### config.mk
export PLATFORM = sky130hd
export DESIGN_NAME = fes_host
export DESIGN_NICKNAME = d
export VERILOG_FILES = /design/src/rtl/fes_pkg.sv /design/src/rtl/fes_host.sv /design/src/rtl/fes_bus_cycle.sv
export VERILOG_INCLUDE_DIRS = /design/src /design/src/rtl
export SDC_FILE = /design/constraint.sdc
export NUM_CORES = 1
export LEC_CHECK = 0
export BUFFER_PORTS_ARGS = -buffer_cell sky130_fd_sc_hd__buf_4
export CAP_MARGIN = 0
export CELL_PAD_IN_SITES_DETAIL_PLACEMENT = 1
export CELL_PAD_IN_SITES_GLOBAL_PLACEMENT = 1
export CORE_MARGIN = 2
export CORE_UTILIZATION = 38
export CTS_CLUSTER_SIZE = 25
export DETAILED_ROUTE_END_ITERATION = 16
export GPL_ROUTABILITY_DRIVEN = 1
export HOLD_SLACK_MARGIN = 0.05
export MAX_ROUTING_LAYER = met4
export PLACE_DENSITY_LB_ADDON = 0.3
export SETUP_SLACK_MARGIN = 0.1
export SYNTH_ARGS = -nofsm -noshare
export SYNTH_HDL_FRONTEND = slang
export SYNTH_SLANG_ARGS = --single-unit
### constraint.sdc
create_clock -name clk -period 2.7 [get_ports clk]
set_input_delay 0.405 -clock clk [delete_from_list [all_inputs] [get_ports clk]]
set_output_delay 0.405 -clock clk [all_outputs]
set_load 0.01 [all_outputs]
### src/rtl/fes_cfg.svh
// Purpose: constants for the flash erase sequencing controller
// Assumes: word-mode command addresses, 250 MHz clock
// Notes: times in ns, counts derived from the clock period
`ifndef FES_CFG_SVH
`define FES_CFG_SVH

`define FES_CLK_PERIOD_NS 4
`define FES_UNLOCK1_ADDR 21'h000555
`define FES_UNLOCK2_ADDR 21'h0002aa
`define FES_UNLOCK1_DATA 8'haa
`define FES_UNLOCK2_DATA 8'h55
`define FES_SETUP_DATA 8'h80
`define FES_CHIP_ERASE_DATA 8'h10
`define FES_SECTOR_ERASE_DATA 8'h30
`define FES_SUSPEND_DATA 8'hb0
`define FES_RESUME_DATA 8'h30
`define FES_RESET_DATA 8'hf0
`define FES_WINDOW_NS 50000
`define FES_SUSPEND_NS 35000
`define FES_WINDOW_CYC ((`FES_WINDOW_NS) / (`FES_CLK_PERIOD_NS))
`define FES_SUSPEND_CYC ((`FES_SUSPEND_NS) / (`FES_CLK_PERIOD_NS))
`define FES_WE_LOW_CYC 4
`define FES_WE_HIGH_CYC 4
`define FES_RD_CYC 4
`define FES_SECTOR_LSB 12
`define FES_BANK_LSB 18
`define FES_POLL_BIT 7
`define FES_TOGGLE_BIT 6
`define FES_TIMER_BIT 3
`define FES_ADDR_W 21

`endif

### src/rtl/fes_pkg.sv
// Purpose: types for the flash erase sequencing controller
// Assumes: nothing beyond the cfg header
// Notes: none
package fes_pkg;
    typedef enum logic [2:0] {
        FES_OP_CHIP,
        FES_OP_SECTOR,
        FES_OP_ADD_SECTOR,
        FES_OP_SUSPEND,
        FES_OP_RESUME,
        FES_OP_RESET,
        FES_OP_READ
    } fes_op_t;
endpackage

### src/rtl/fes_host.sv
// Purpose: host controller issuing erase, suspend and resume sequences to a flash
// Assumes: Wishbone classic slave for software, flash pins synchronous to clk
// Notes: reset aborts any sequence; the flash reset pin is pulsed from here
//
// The address map and register access over Wishbone were decided locally.
`timescale 1ns/1ps
`default_nettype none
`include "fes_cfg.svh"
// Operation
// - chip erase is six write cycles
// - hardware reset aborts erase, reissue afterward
// - sector erase is six cycles ending 30h
// - host spaces added sectors under 50 us
// - window allows only 30h, b0h, f0h
// - suspend b0h at selected bank address
// - resume with bank address restarts erase
// - resume is one cycle, code 30h
module fes_host import fes_pkg::*; #(
    parameter int unsigned WINDOW_CYC = `FES_WINDOW_CYC,
    parameter int unsigned SUSPEND_CYC = `FES_SUSPEND_CYC
) (
    input wire logic clk,
    input wire logic rst_n,
    input wire logic wb_cyc_i,
    input wire logic wb_stb_i,
    input wire logic wb_we_i,
    input wire logic [3:0] wb_adr_i,
    input wire logic [3:0] wb_sel_i,
    input wire logic [31:0] wb_dat_i,
    output logic [31:0] wb_dat_o,
    output logic wb_ack_o,
    output logic [`FES_ADDR_W-1:0] flash_addr,
    input wire logic [7:0] flash_dq_i,
    output logic [7:0] flash_dq_o,
    output logic flash_dq_oe,
    output logic flash_we_n,
    output logic flash_oe_n,
    output logic flash_ce_n,
    output logic flash_reset_n,
    input wire logic ready_busy_output
);
    // registers: 0 cmd (w), 1 addr, 2 status (r), 3 last read data
    typedef enum logic [2:0] {H_IDLE, H_ISSUE, H_WAIT, H_WIN, H_SUSP, H_RST} fes_hst_t;
    typedef struct packed {
        fes_hst_t st;
        fes_op_t op;
        logic [2:0] step;
        logic [`FES_ADDR_W-1:0] addr;
        logic [7:0] rdata;
        logic [31:0] timer;
        logic win_open;
        logic chip_busy;
        logic sect_busy;
        logic suspended;
        logic refused;
        logic start;
        logic ack;
        logic [31:0] dat;
        logic rst_pin;
    } fes_h_t;
    fes_h_t s_q, s_d;

    logic bc_done;
    logic [7:0] bc_rdata;
    logic [`FES_ADDR_W-1:0] cyc_addr;
    logic [7:0] cyc_data;
    logic bc_write;

    function automatic logic [`FES_ADDR_W-1:0] bank_base(input logic [`FES_ADDR_W-1:0] a);
        bank_base = a & ~((`FES_ADDR_W'(1) << `FES_BANK_LSB) - `FES_ADDR_W'(1));
    endfunction

    function automatic logic [`FES_ADDR_W-1:0] sector_base(input logic [`FES_ADDR_W-1:0] a);
        sector_base = a & ~((`FES_ADDR_W'(1) << `FES_SECTOR_LSB) - `FES_ADDR_W'(1));
    endfunction

    // sequence table: unlock, unlock, setup, unlock, unlock, final
    always_comb begin
        cyc_addr = s_q.addr;
        cyc_data = 8'h00;
        bc_write = (s_q.op != FES_OP_READ);
        case (s_q.op)
            FES_OP_CHIP, FES_OP_SECTOR: begin
                case (s_q.step)
                    3'd0, 3'd3: begin
                        cyc_addr = `FES_UNLOCK1_ADDR;
                        cyc_data = `FES_UNLOCK1_DATA;
                    end
                    3'd1, 3'd4: begin
                        cyc_addr = `FES_UNLOCK2_ADDR;
                        cyc_data = `FES_UNLOCK2_DATA;
                    end
                    3'd2: begin
                        cyc_addr = `FES_UNLOCK1_ADDR;
                        cyc_data = `FES_SETUP_DATA;
                    end
                    default: begin
                        cyc_addr = (s_q.op == FES_OP_CHIP) ? `FES_UNLOCK1_ADDR
                                                            : sector_base(s_q.addr);
                        cyc_data = (s_q.op == FES_OP_CHIP) ? `FES_CHIP_ERASE_DATA
                                                            : `FES_SECTOR_ERASE_DATA;
                    end
                endcase
            end
            FES_OP_ADD_SECTOR: begin
                cyc_addr = sector_base(s_q.addr);
                cyc_data = `FES_SECTOR_ERASE_DATA;
            end
            FES_OP_SUSPEND: begin
                cyc_addr = bank_base(s_q.addr);
                cyc_data = `FES_SUSPEND_DATA;
            end
            FES_OP_RESUME: begin
                cyc_addr = bank_base(s_q.addr);
                cyc_data = `FES_RESUME_DATA;
            end
            FES_OP_RESET: begin
                cyc_data = `FES_RESET_DATA;
            end
            default: begin
                cyc_data = 8'h00;
            end
        endcase
    end

    fes_bus_cycle u_cycle (
        .clk(clk),
        .rst_n(rst_n),
        .start(s_q.start),
        .write(bc_write),
        .addr(cyc_addr),
        .wdata(cyc_data),
        .dq_in(flash_dq_i),
        .flash_addr(flash_addr),
        .dq_out(flash_dq_o),
        .dq_oe(flash_dq_oe),
        .we_n(flash_we_n),
        .oe_n(flash_oe_n),
        .ce_n(flash_ce_n),
        .done(bc_done),
        .rdata(bc_rdata)
    );

    always_comb begin
        logic req;
        logic [2:0] cmd;
        logic ok;
        req = 1'b0;
        cmd = 3'd0;
        ok = 1'b0;
        s_d = s_q;
        s_d.start = 1'b0;
        s_d.ack = 1'b0;
        s_d.rst_pin = 1'b1;
        // window timer runs from the rising strobe of the last erase cycle
        if (s_q.win_open) begin
            if (s_q.timer == 32'h0) begin
                s_d.win_open = 1'b0;
            end else begin
                s_d.timer = s_q.timer - 32'h1;
            end
        end
        // busy pin going high means the erase has finished
        if (ready_busy_output && !s_q.win_open && s_q.st == H_IDLE && !s_q.suspended) begin
            s_d.chip_busy = 1'b0;
            s_d.sect_busy = 1'b0;
        end
        req = wb_cyc_i && wb_stb_i && !s_q.ack;
        if (req) begin
            s_d.ack = 1'b1;
            if (wb_we_i && wb_adr_i == 4'h1) begin
                if (wb_sel_i[0]) s_d.addr[7:0] = wb_dat_i[7:0];
                if (wb_sel_i[1]) s_d.addr[15:8] = wb_dat_i[15:8];
                if (wb_sel_i[2]) s_d.addr[20:16] = wb_dat_i[20:16];
            end else if (wb_we_i && wb_adr_i == 4'h0 && wb_sel_i[0]) begin
                cmd = wb_dat_i[2:0];
                // host-side filtering keeps the flash out of undefined states
                if (s_q.st != H_IDLE && s_q.st != H_WIN) begin
                    ok = 1'b0;
                end else if (cmd == 3'd6) begin
                    ok = 1'b1; // hardware reset allowed whenever the host is idle, even if busy, in the window or suspended
                end else if (cmd == 3'd7) begin
                    ok = 1'b1; // a read is no command, status and other banks stay readable
                end else if (s_q.chip_busy) begin
                    ok = 1'b0;
                end else if (s_q.win_open) begin
                    ok = (cmd == 3'd2 || cmd == 3'd3 || cmd == 3'd5);
                end else if (s_q.sect_busy && !s_q.suspended) begin
                    ok = (cmd == 3'd3);
                end else if (s_q.suspended) begin
                    ok = (cmd == 3'd4 || cmd == 3'd7);
                end else begin
                    ok = (cmd == 3'd0 || cmd == 3'd1 || cmd == 3'd7);
                end
                s_d.refused = !ok;
                if (ok && cmd == 3'd6) begin
                    s_d.st = H_RST;
                    s_d.timer = 32'd4;
                    s_d.win_open = 1'b0;
                    s_d.chip_busy = 1'b0;
                    s_d.sect_busy = 1'b0;
                    s_d.suspended = 1'b0;
                end else if (ok) begin
                    s_d.op = (cmd == 3'd7) ? FES_OP_READ : fes_op_t'(cmd);
                    s_d.step = 3'd0;
                    s_d.st = H_ISSUE;
                end
            end
            if (wb_adr_i == 4'h2) begin
                s_d.dat = {24'h0, 1'b0, s_q.refused, s_q.suspended, s_q.win_open,
                           s_q.sect_busy, s_q.chip_busy, ready_busy_output, s_q.st != H_IDLE};
            end else if (wb_adr_i == 4'h1) begin
                s_d.dat = {11'h0, s_q.addr};
            end else if (wb_adr_i == 4'h3) begin
                // data of the last read cycle, at whatever address the addr register held
                s_d.dat = {24'h0, s_q.rdata};
            end else begin
                s_d.dat = 32'h0;
            end
        end
        case (s_q.st)
            H_ISSUE: begin
                s_d.start = 1'b1;
                s_d.st = H_WAIT;
            end
            H_WAIT: begin
                if (bc_done) begin
                    if ((s_q.op == FES_OP_CHIP || s_q.op == FES_OP_SECTOR) && s_q.step != 3'd5) begin
                        s_d.step = s_q.step + 3'd1;
                        s_d.st = H_ISSUE;
                    end else begin
                        s_d.st = H_IDLE;
                        case (s_q.op)
                            FES_OP_CHIP: s_d.chip_busy = 1'b1;
                            FES_OP_SECTOR, FES_OP_ADD_SECTOR: begin
                                s_d.sect_busy = 1'b1;
                                s_d.win_open = 1'b1;
                                // done trails the rising strobe by the recovery cycles
                                s_d.timer = WINDOW_CYC - 32'(`FES_WE_HIGH_CYC + 1);
                            end
                            FES_OP_SUSPEND: begin
                                // wait out the worst-case suspend latency
                                s_d.st = H_SUSP;
                                s_d.win_open = 1'b0;
                                s_d.timer = SUSPEND_CYC;
                            end
                            FES_OP_RESUME: s_d.suspended = 1'b0;
                            FES_OP_RESET: s_d.win_open = 1'b0;
                            default: s_d.rdata = bc_rdata;
                        endcase
                    end
                end
            end
            H_SUSP: begin
                if (s_q.timer == 32'h0) begin
                    s_d.suspended = 1'b1;
                    s_d.st = H_IDLE;
                end else begin
                    s_d.timer = s_q.timer - 32'h1;
                end
            end
            H_RST: begin
                s_d.rst_pin = 1'b0;
                if (s_q.timer == 32'h0) begin
                    s_d.st = H_IDLE;
                end else begin
                    s_d.timer = s_q.timer - 32'h1;
                end
            end
            default: begin
            end
        endcase
    end

    always_ff @(posedge clk) begin
        if (!rst_n) begin
            s_q <= '0;
            s_q.rst_pin <= 1'b1;
        end else begin
            s_q <= s_d;
        end
    end

    assign wb_dat_o = s_q.dat;
    assign wb_ack_o = s_q.ack;
    assign flash_reset_n = s_q.rst_pin;
endmodule
`default_nettype wire

### src/rtl/fes_bus_cycle.sv
// Purpose: one write or read cycle on the flash parallel bus
// Assumes: flash write and read timing met by fixed cycle counts
// Notes: write data latches on the rising edge of we_n
`timescale 1ns/1ps
`default_nettype none
`include "fes_cfg.svh"
module fes_bus_cycle import fes_pkg::*; (
    input wire logic clk,
    input wire logic rst_n,
    input wire logic start,
    input wire logic write,
    input wire logic [`FES_ADDR_W-1:0] addr,
    input wire logic [7:0] wdata,
    input wire logic [7:0] dq_in,
    output logic [`FES_ADDR_W-1:0] flash_addr,
    output logic [7:0] dq_out,
    output logic dq_oe,
    output logic we_n,
    output logic oe_n,
    output logic ce_n,
    output logic done,
    output logic [7:0] rdata
);
    typedef enum logic [1:0] {BC_IDLE, BC_LOW, BC_HIGH} fes_bc_state_t;
    typedef struct packed {
        fes_bc_state_t st;
        logic [3:0] cnt;
        logic wr;
        logic [`FES_ADDR_W-1:0] a;
        logic [7:0] d;
        logic [7:0] r;
        logic dn;
        logic drv;
        logic wen;
        logic oen;
        logic cen;
    } fes_bc_t;
    fes_bc_t s_q, s_d;

    always_comb begin
        s_d = s_q;
        s_d.dn = 1'b0;
        case (s_q.st)
            BC_IDLE: begin
                if (start) begin
                    s_d.st = BC_LOW;
                    s_d.wr = write;
                    s_d.a = addr;
                    s_d.d = wdata;
                    s_d.cnt = write ? 4'(`FES_WE_LOW_CYC) : 4'(`FES_RD_CYC);
                end
            end
            BC_LOW: begin
                if (s_q.cnt == 4'h1) begin
                    s_d.st = BC_HIGH;
                    s_d.r = dq_in;
                    s_d.cnt = 4'(`FES_WE_HIGH_CYC);
                end else begin
                    s_d.cnt = s_q.cnt - 4'h1;
                end
            end
            default: begin
                // recovery time after the strobe rises
                if (s_q.cnt == 4'h1) begin
                    s_d.st = BC_IDLE;
                    s_d.dn = 1'b1;
                end else begin
                    s_d.cnt = s_q.cnt - 4'h1;
                end
            end
        endcase
        // strobes come from flops so the pins never glitch on a state change
        s_d.drv = s_d.wr && (s_d.st != BC_IDLE);
        s_d.wen = !(s_d.wr && s_d.st == BC_LOW);
        s_d.oen = !(!s_d.wr && s_d.st == BC_LOW);
        s_d.cen = !(s_d.st == BC_LOW);
    end

    always_ff @(posedge clk) begin
        if (!rst_n) begin
            s_q <= '0;
            s_q.wen <= 1'b1;
            s_q.oen <= 1'b1;
            s_q.cen <= 1'b1;
        end else begin
            s_q <= s_d;
        end
    end

    assign flash_addr = s_q.a;
    assign dq_out = s_q.d;
    assign dq_oe = s_q.drv;
    assign we_n = s_q.wen;
    assign oe_n = s_q.oen;
    assign ce_n = s_q.cen;
    assign done = s_q.dn;
    assign rdata = s_q.r;
endmodule
`default_nettype wire

==> results of run 1 <==
-- metal layers --
layer  routed length, um  part of all wire  up-vias  GRT usage
met5                   0                 0        -          -
met4                 201            0.0096        0     0.0596
met3                 761             0.037       18     0.0506
met2               11200              0.54      112      0.401
met1                8640              0.41     3006      0.244
li1                    -                 -     2890          -
-- cells in the mapped netlist (all sizes together) (7+ instances only) --
master,instances,area (um2)
buf,64,478
nor4,16,106
dfxtp,146,2920
a22oi,41,308
xnor2,20,175
nand3,21,110
mux2i,48,480
or4,10,82.6
nor3,29,150
o21ai,21,105
inv,13,48.8
or3,9,56.3
a21oi,46,230
clkbuf,36,135
nor2,131,492
ha,9,113
nand2,36,135
nand2b,7,43.8
-- path summary, 6_finish.rpt --
kind | startpoint | end | slack [ns] | depth (start not counted)
setup / recovery | s_q[66]$_SDFF_PN0_ | s_q[43]$_SDFF_PN0_ | 0.06 | 6
hold / removal | flash_dq_i[3] | u_cycle.rdata[3]$_SDFFE_PN0P_ | 0.21 | 3
setup reg to reg | s_q[66]$_SDFF_PN0_ | s_q[43]$_SDFF_PN0_ | 0.06 | 6
hold reg to reg | u_cycle.dq_out[2]$_SDFFE_PN0P_ | u_cycle.dq_out[2]$_SDFFE_PN0P_ | 0.48 | 2
-- kinds of logic after synthesis --
family,count (synthesis),synth area share
buffers and inverters,114,0.0969
and+or+nand+nor,295,0.210
muxes,49,0.0716
adders and majority gates,9,0.0164
DFF,146,0.425
other,1,0.000546
AOI/OAI and AO/OA,154,0.150
xor gates and xnor gates,23,0.0293
-- cell type report --
cell class	count	share of cell area
clock inverter	15	0.0192
tap	229	0.0344
clock buffer	17	0.0511
sequential	146	0.351
multi-input combinational	542	0.410
inverter	14	0.00631
timing repair buffer	137	0.128
-- power breakdown --
group          switching [W]  internal (W)  leakage, nW  total (W)
clock                0.00105       0.00131        0.289    0.00236
sequential        0.00000202       0.00215         1.18    0.00216
combinational      0.0000918     0.0000587         2.07   0.000150
total                0.00114       0.00353         3.53    0.00467
-- metrics by stage --
step | instance area, um2 | util | worst slack, ns
4_1_cts | 8200 | 0.460 | 0.0854
6_report | 8330 | 0.467 | 0.0574
3_5_place_dp | 7530 | 0.422 | 0.00140
3_3_place_gp | 7530 | 0.422 | 0.0649
5_1_grt | 8330 | 0.467 | 0.0147
2_1_floorplan | 6910 | - | 0.131
-- repair_timing --
item | in CTS | in global routing
pin swaps | 8 | 11
setup buffers | 6 | 5
resized for setup | 6 | 15
cloned | 1 | 1
endpoints found under the setup margin | 12 | 24
-- critical path, delay by kind of cell, from the launching register on --
kind / cells / cell delay (ns)
flops: 1 / 0.34
simple gates: 4 / 1.93
compound gates: 2 / 0.28
-- sequential cells by signal, summed over array words and instances, names as in the netlist, 6 cells and up --
signal / flops
u_cycle.s_q: 7
u_cycle.dq_out: 6
u_cycle.rdata: 8
s_q: 76
u_cycle.flash_addr: 21
wb_dat_o: 21
==> run metrics, run 1 <==
Post-DP HPWL 15200 um; clk_lat worst skew 0.43 ns; FF+latch area 2930 um2; hold_buf cts 0; Iter 0 DRT Violations 266; post-route antenna net violation count 0; CTS buffer count 17; Routed WL 20800 um; Tot GR Track Use 0.221; Critical Path RT 3.02 ns; input/output buffers 97; share of layout cells above drive strength 1 0.231; Peak VDD IR 0.000427 V; Worst path slowest cell or4_4; Tcrit/Tclk final 0.979; Leak 3.53 nW; Yosys cell types 67; Tightest Pin Transition 0.787 ns; average size of a mapped cell 8.69 um2; placed instance count 1055; crit-path max FO 6; clk slew on worst S/H paths 0.07 ns; H-tree depth 4; yosys warns 0; first-pass GRT wire length 33300 um; vias in the first global route 6493; # rows 49; count of pins on the block boundary 121; dominant register cell in the synthesized netlist dfxtp_1; crit path cell chain or4_4 -> or4_4 -> or4_4 -> nand4_1 -> o21ai_0 -> a21o_1; most common cell after layout, fill and taps aside dfxtp_1; area of the multi-input gates 3410 um2; Die Span Y 138 um; status completed; Post-Syn Instances 791; sequential area share after synthesis 0.425; deepest clock path buffer count 2; DRC viols 0; TritonRoute pass-1 iters 4; startpoint types flop; HP Class input pin to flop; asr flop ratio synth 0; GR Overflow Total 0; Power Dens Cells 561 nW/um2; Slowest Stage Delay on Critical Path 0.61 ns; FILL cells 2059; setup violators final 0; antenna cells 0; CTS tree built; P&R area growth vs syn 21.2%; Hold Fails Final Rpt 0; most used cell along the critical path or4_4; Placer Congestion 0.890; TNS Setup 0 ns; most frequent cells in the layout dfxtp_1, buf_4, nor2_1, mux2i_1, a21oi_1; Die Area 19200 um2; Slew Limit Fails 0; Via density 5.48; Starting Density 0.385; arrival time at the worst endpoint 2.96 ns; Setup CP Type flop to flop; Final Net Count 921; Post-synth EDFFs 0; max cap viols 0; WL/cell 18.9 um; root buffer cell clkbuf_16; Relative slew margins 0.474; Setup Skew 0.0104 ns; die width 138 um; initial antenna violation count 0; Hold WS 0.211 ns; RSZ-0062 raised after global routing true; pin count of the biggest net entering global routing 37; Mapped Area 6870 um2; core area 17800 um2; Fmax 378 MHz; Crit. End Element flop; Period minus WS final 2.64 ns; Vias 6026; clk sink count 146; Design Power 0.00467 W; Seq cells post-synth 146; Post-Layout Cell Count 1100
Note: power is estimated with default switching activity, not from simulation.
==> inputs of run 2 (changes only) <==
BUFFER_PORTS_ARGS = -buffer_cell sky130_fd_sc_hd__buf_2   (was -buffer_cell sky130_fd_sc_hd__buf_4)
REMOVE_ABC_BUFFERS = 1   (was default)
==> run 2 against run 1 <==
Hold slack lost 0.0099 ns; clock power up 2%; utilization shrank 2.0 points; clock skew rose by 0.0044 ns; worst setup slack better by 0.031 ns; count of clock-buffer cells in the layout unchanged; sequential cell count did not move; wire length down 4.2%.
==> run metrics, run 2 (synthesis gave the netlist of run 1 again) <==
routed length on met2 10200 um (-8.8%); die width 138 um (unchanged); Relative slew margins 0.448 (-0.0254); clk_lat worst skew 0.43 ns (about the same); Leak 3.45 nW (-2.4%); Tightest Pin Transition 0.821 ns (+0.0347 ns); most flop-heavy register s_q; arrival time at the worst endpoint 2.93 ns (-0.03 ns); switching share of power 0.263 (+0.0184); startpoint types flop; input/output buffers 97 (unchanged); Via density 5.44 (-0.68%); max layer used met4; Post-Layout Cell Count 1093 (-0.64%); Clock power frac 0.512 (+0.006); TritonRoute pass-1 iters 5 (+1); Post-DP HPWL 14300 um (-6.4%); initial antenna violation count 0 (unchanged); crit-path max FO 6 (unchanged); share of layout cells above drive strength 1 0.215 (-0.0155); Hold Fails Final Rpt 0 (unchanged); core area 17800 um2 (unchanged); root buffer cell clkbuf_16; Met1 Wirelength 8490 um (-1.8%); Slew Limit Fails 0 (unchanged); Setup Skew 0.0148 ns (+0.00442 ns); Power Dens Cells 588 nW/um2 (+4.9%); Crit. End Element flop; most frequent cells in the layout dfxtp_1, nor2_1, buf_2, mux2i_1, a21oi_1; P&R area growth vs syn 16.0%; WL/cell 18.3 um (-3.6%); most common cell after layout, fill and taps aside dfxtp_1; WL met3 811 um (+6.6%); net switching power 0.00123 W (+7.9%); Period minus WS final 2.61 ns (-0.0307 ns); Critical Path RT 3.02 ns (about the same); CTS tree built; status completed; Die Area 19200 um2 (unchanged); Setup CP Type flop to flop; CTS buffer count 17 (unchanged); # rows 49 (unchanged); deepest clock path buffer count 2 (unchanged); utilization after layout 0.447 (-0.0201); Hold WS 0.201 ns (-0.00987 ns); antenna cells 0 (unchanged); Die Span Y 138 um (unchanged); vias in the first global route 6341 (-2.3%); Iter 0 DRT Violations 328 (+23%); Final Net Count 914 (-0.76%); hold_buf cts 0 (unchanged); Placer Congestion 0.872 (-1.9%); pin count of the biggest net entering global routing 64 (+73%); Reg power frac 0.460 (-0.002); setup violators final 0 (unchanged); post-route antenna net violation count 0 (unchanged); Vias 5947 (-1.3%); Power Internal 0.00345 W (-2.1%); Starting Density 0.385 (unchanged); Design Power 0.00469 W (+0.36%); Fmax 383 MHz (+1.2%); DRC viols 0 (unchanged); GR Overflow Total 0 (unchanged); max cap viols 0 (unchanged); Routed WL 20000 um (-4.2%); RSZ-0062 raised after global routing true; placed instance count 1056 (+0.095%); Tcrit/Tclk final 0.967 (-0.0114); TNS Setup 0 ns (unchanged); H-tree depth 4 (unchanged); Peak VDD IR 0.000421 V (-1.5%); Logic pwr share 0.028 (-0.004); HP Class input pin to flop; Tot GR Track Use 0.216 (-0.00487); first-pass GRT wire length 32600 um (-2.3%); Largest register FFs 76 (unchanged); clk sink count 146 (unchanged); clk slew on worst S/H paths 0.07 ns (about the same); count of pins on the block boundary 121 (unchanged)
run 2: cell type report:
type / count / area [um2]
clock buffers: 17 / 425
clock inverters: 15 / 184
fillers: 2133 / 9870
inverters: 14 / 52.6
multi-input cells: 542 / 3360
flip-flops and latches: 146 / 2930
well taps: 229 / 287
repair buffers: 130 / 737
run 2: worst paths after layout:
path                                                startpoint                              to  slack [ns]  cells after the start
worst max register to register              s_q[50]$_SDFF_PN0_              s_q[43]$_SDFF_PN0_        0.09                      6
worst min register to register  u_cycle.dq_out[4]$_SDFFE_PN0P_  u_cycle.dq_out[4]$_SDFFE_PN0P_        0.46                      2
worst min-delay path                             flash_dq_i[5]   u_cycle.rdata[5]$_SDFFE_PN0P_        0.20                      3
worst max-delay path                        s_q[50]$_SDFF_PN0_              s_q[43]$_SDFF_PN0_        0.09                      6
run 2: worst max-delay path, stage by stage (launching register included):
cell	delay, ns
dfxtp_2	0.32
or4_4	0.54
or4b_4	0.57
or4_4	0.61
nand4_1	0.18
o22ai_1	0.10
a21o_1	0.19
run 2: metal layers:
metal,GRT usage,vias to the layer above
met4,0.0747,0
met1,0.250,2921
li1,-,2870
met2,0.369,130
met3,0.0513,26
met5,-,-
run 2: metrics by stage:
stage,setup WS (ns),area (um2)
2_1_floorplan,-0.485,6290
3_3_place_gp,0.0786,7280
3_5_place_dp,0.000430,7280
4_1_cts,0.0894,7920
5_1_grt,0.0282,7970
6_report,0.0881,7970
run 2: power groups by stage:
stage	clock network [W]	registers, W	logic [W]
2_1_floorplan	0	0.00221	0.0000542
3_3_place_gp	0	0.00221	0.000129
3_5_place_dp	0	0.00221	0.000134
4_1_cts	0.00246	0.00216	0.000134
5_1_grt	0.00255	0.00216	0.000147
6_report	0.00240	0.00216	0.000133
run 2: what timing repair did:
| action | 4_1_cts | 5_1_grt |
|---|---|---|
| resized for setup | 2 | 8 |
| gates cloned | 1 | 0 |
| setup buffers | 2 | 2 |
| endpoints found under the setup margin | 5 | 23 |
| pin swaps | 2 | 5 |
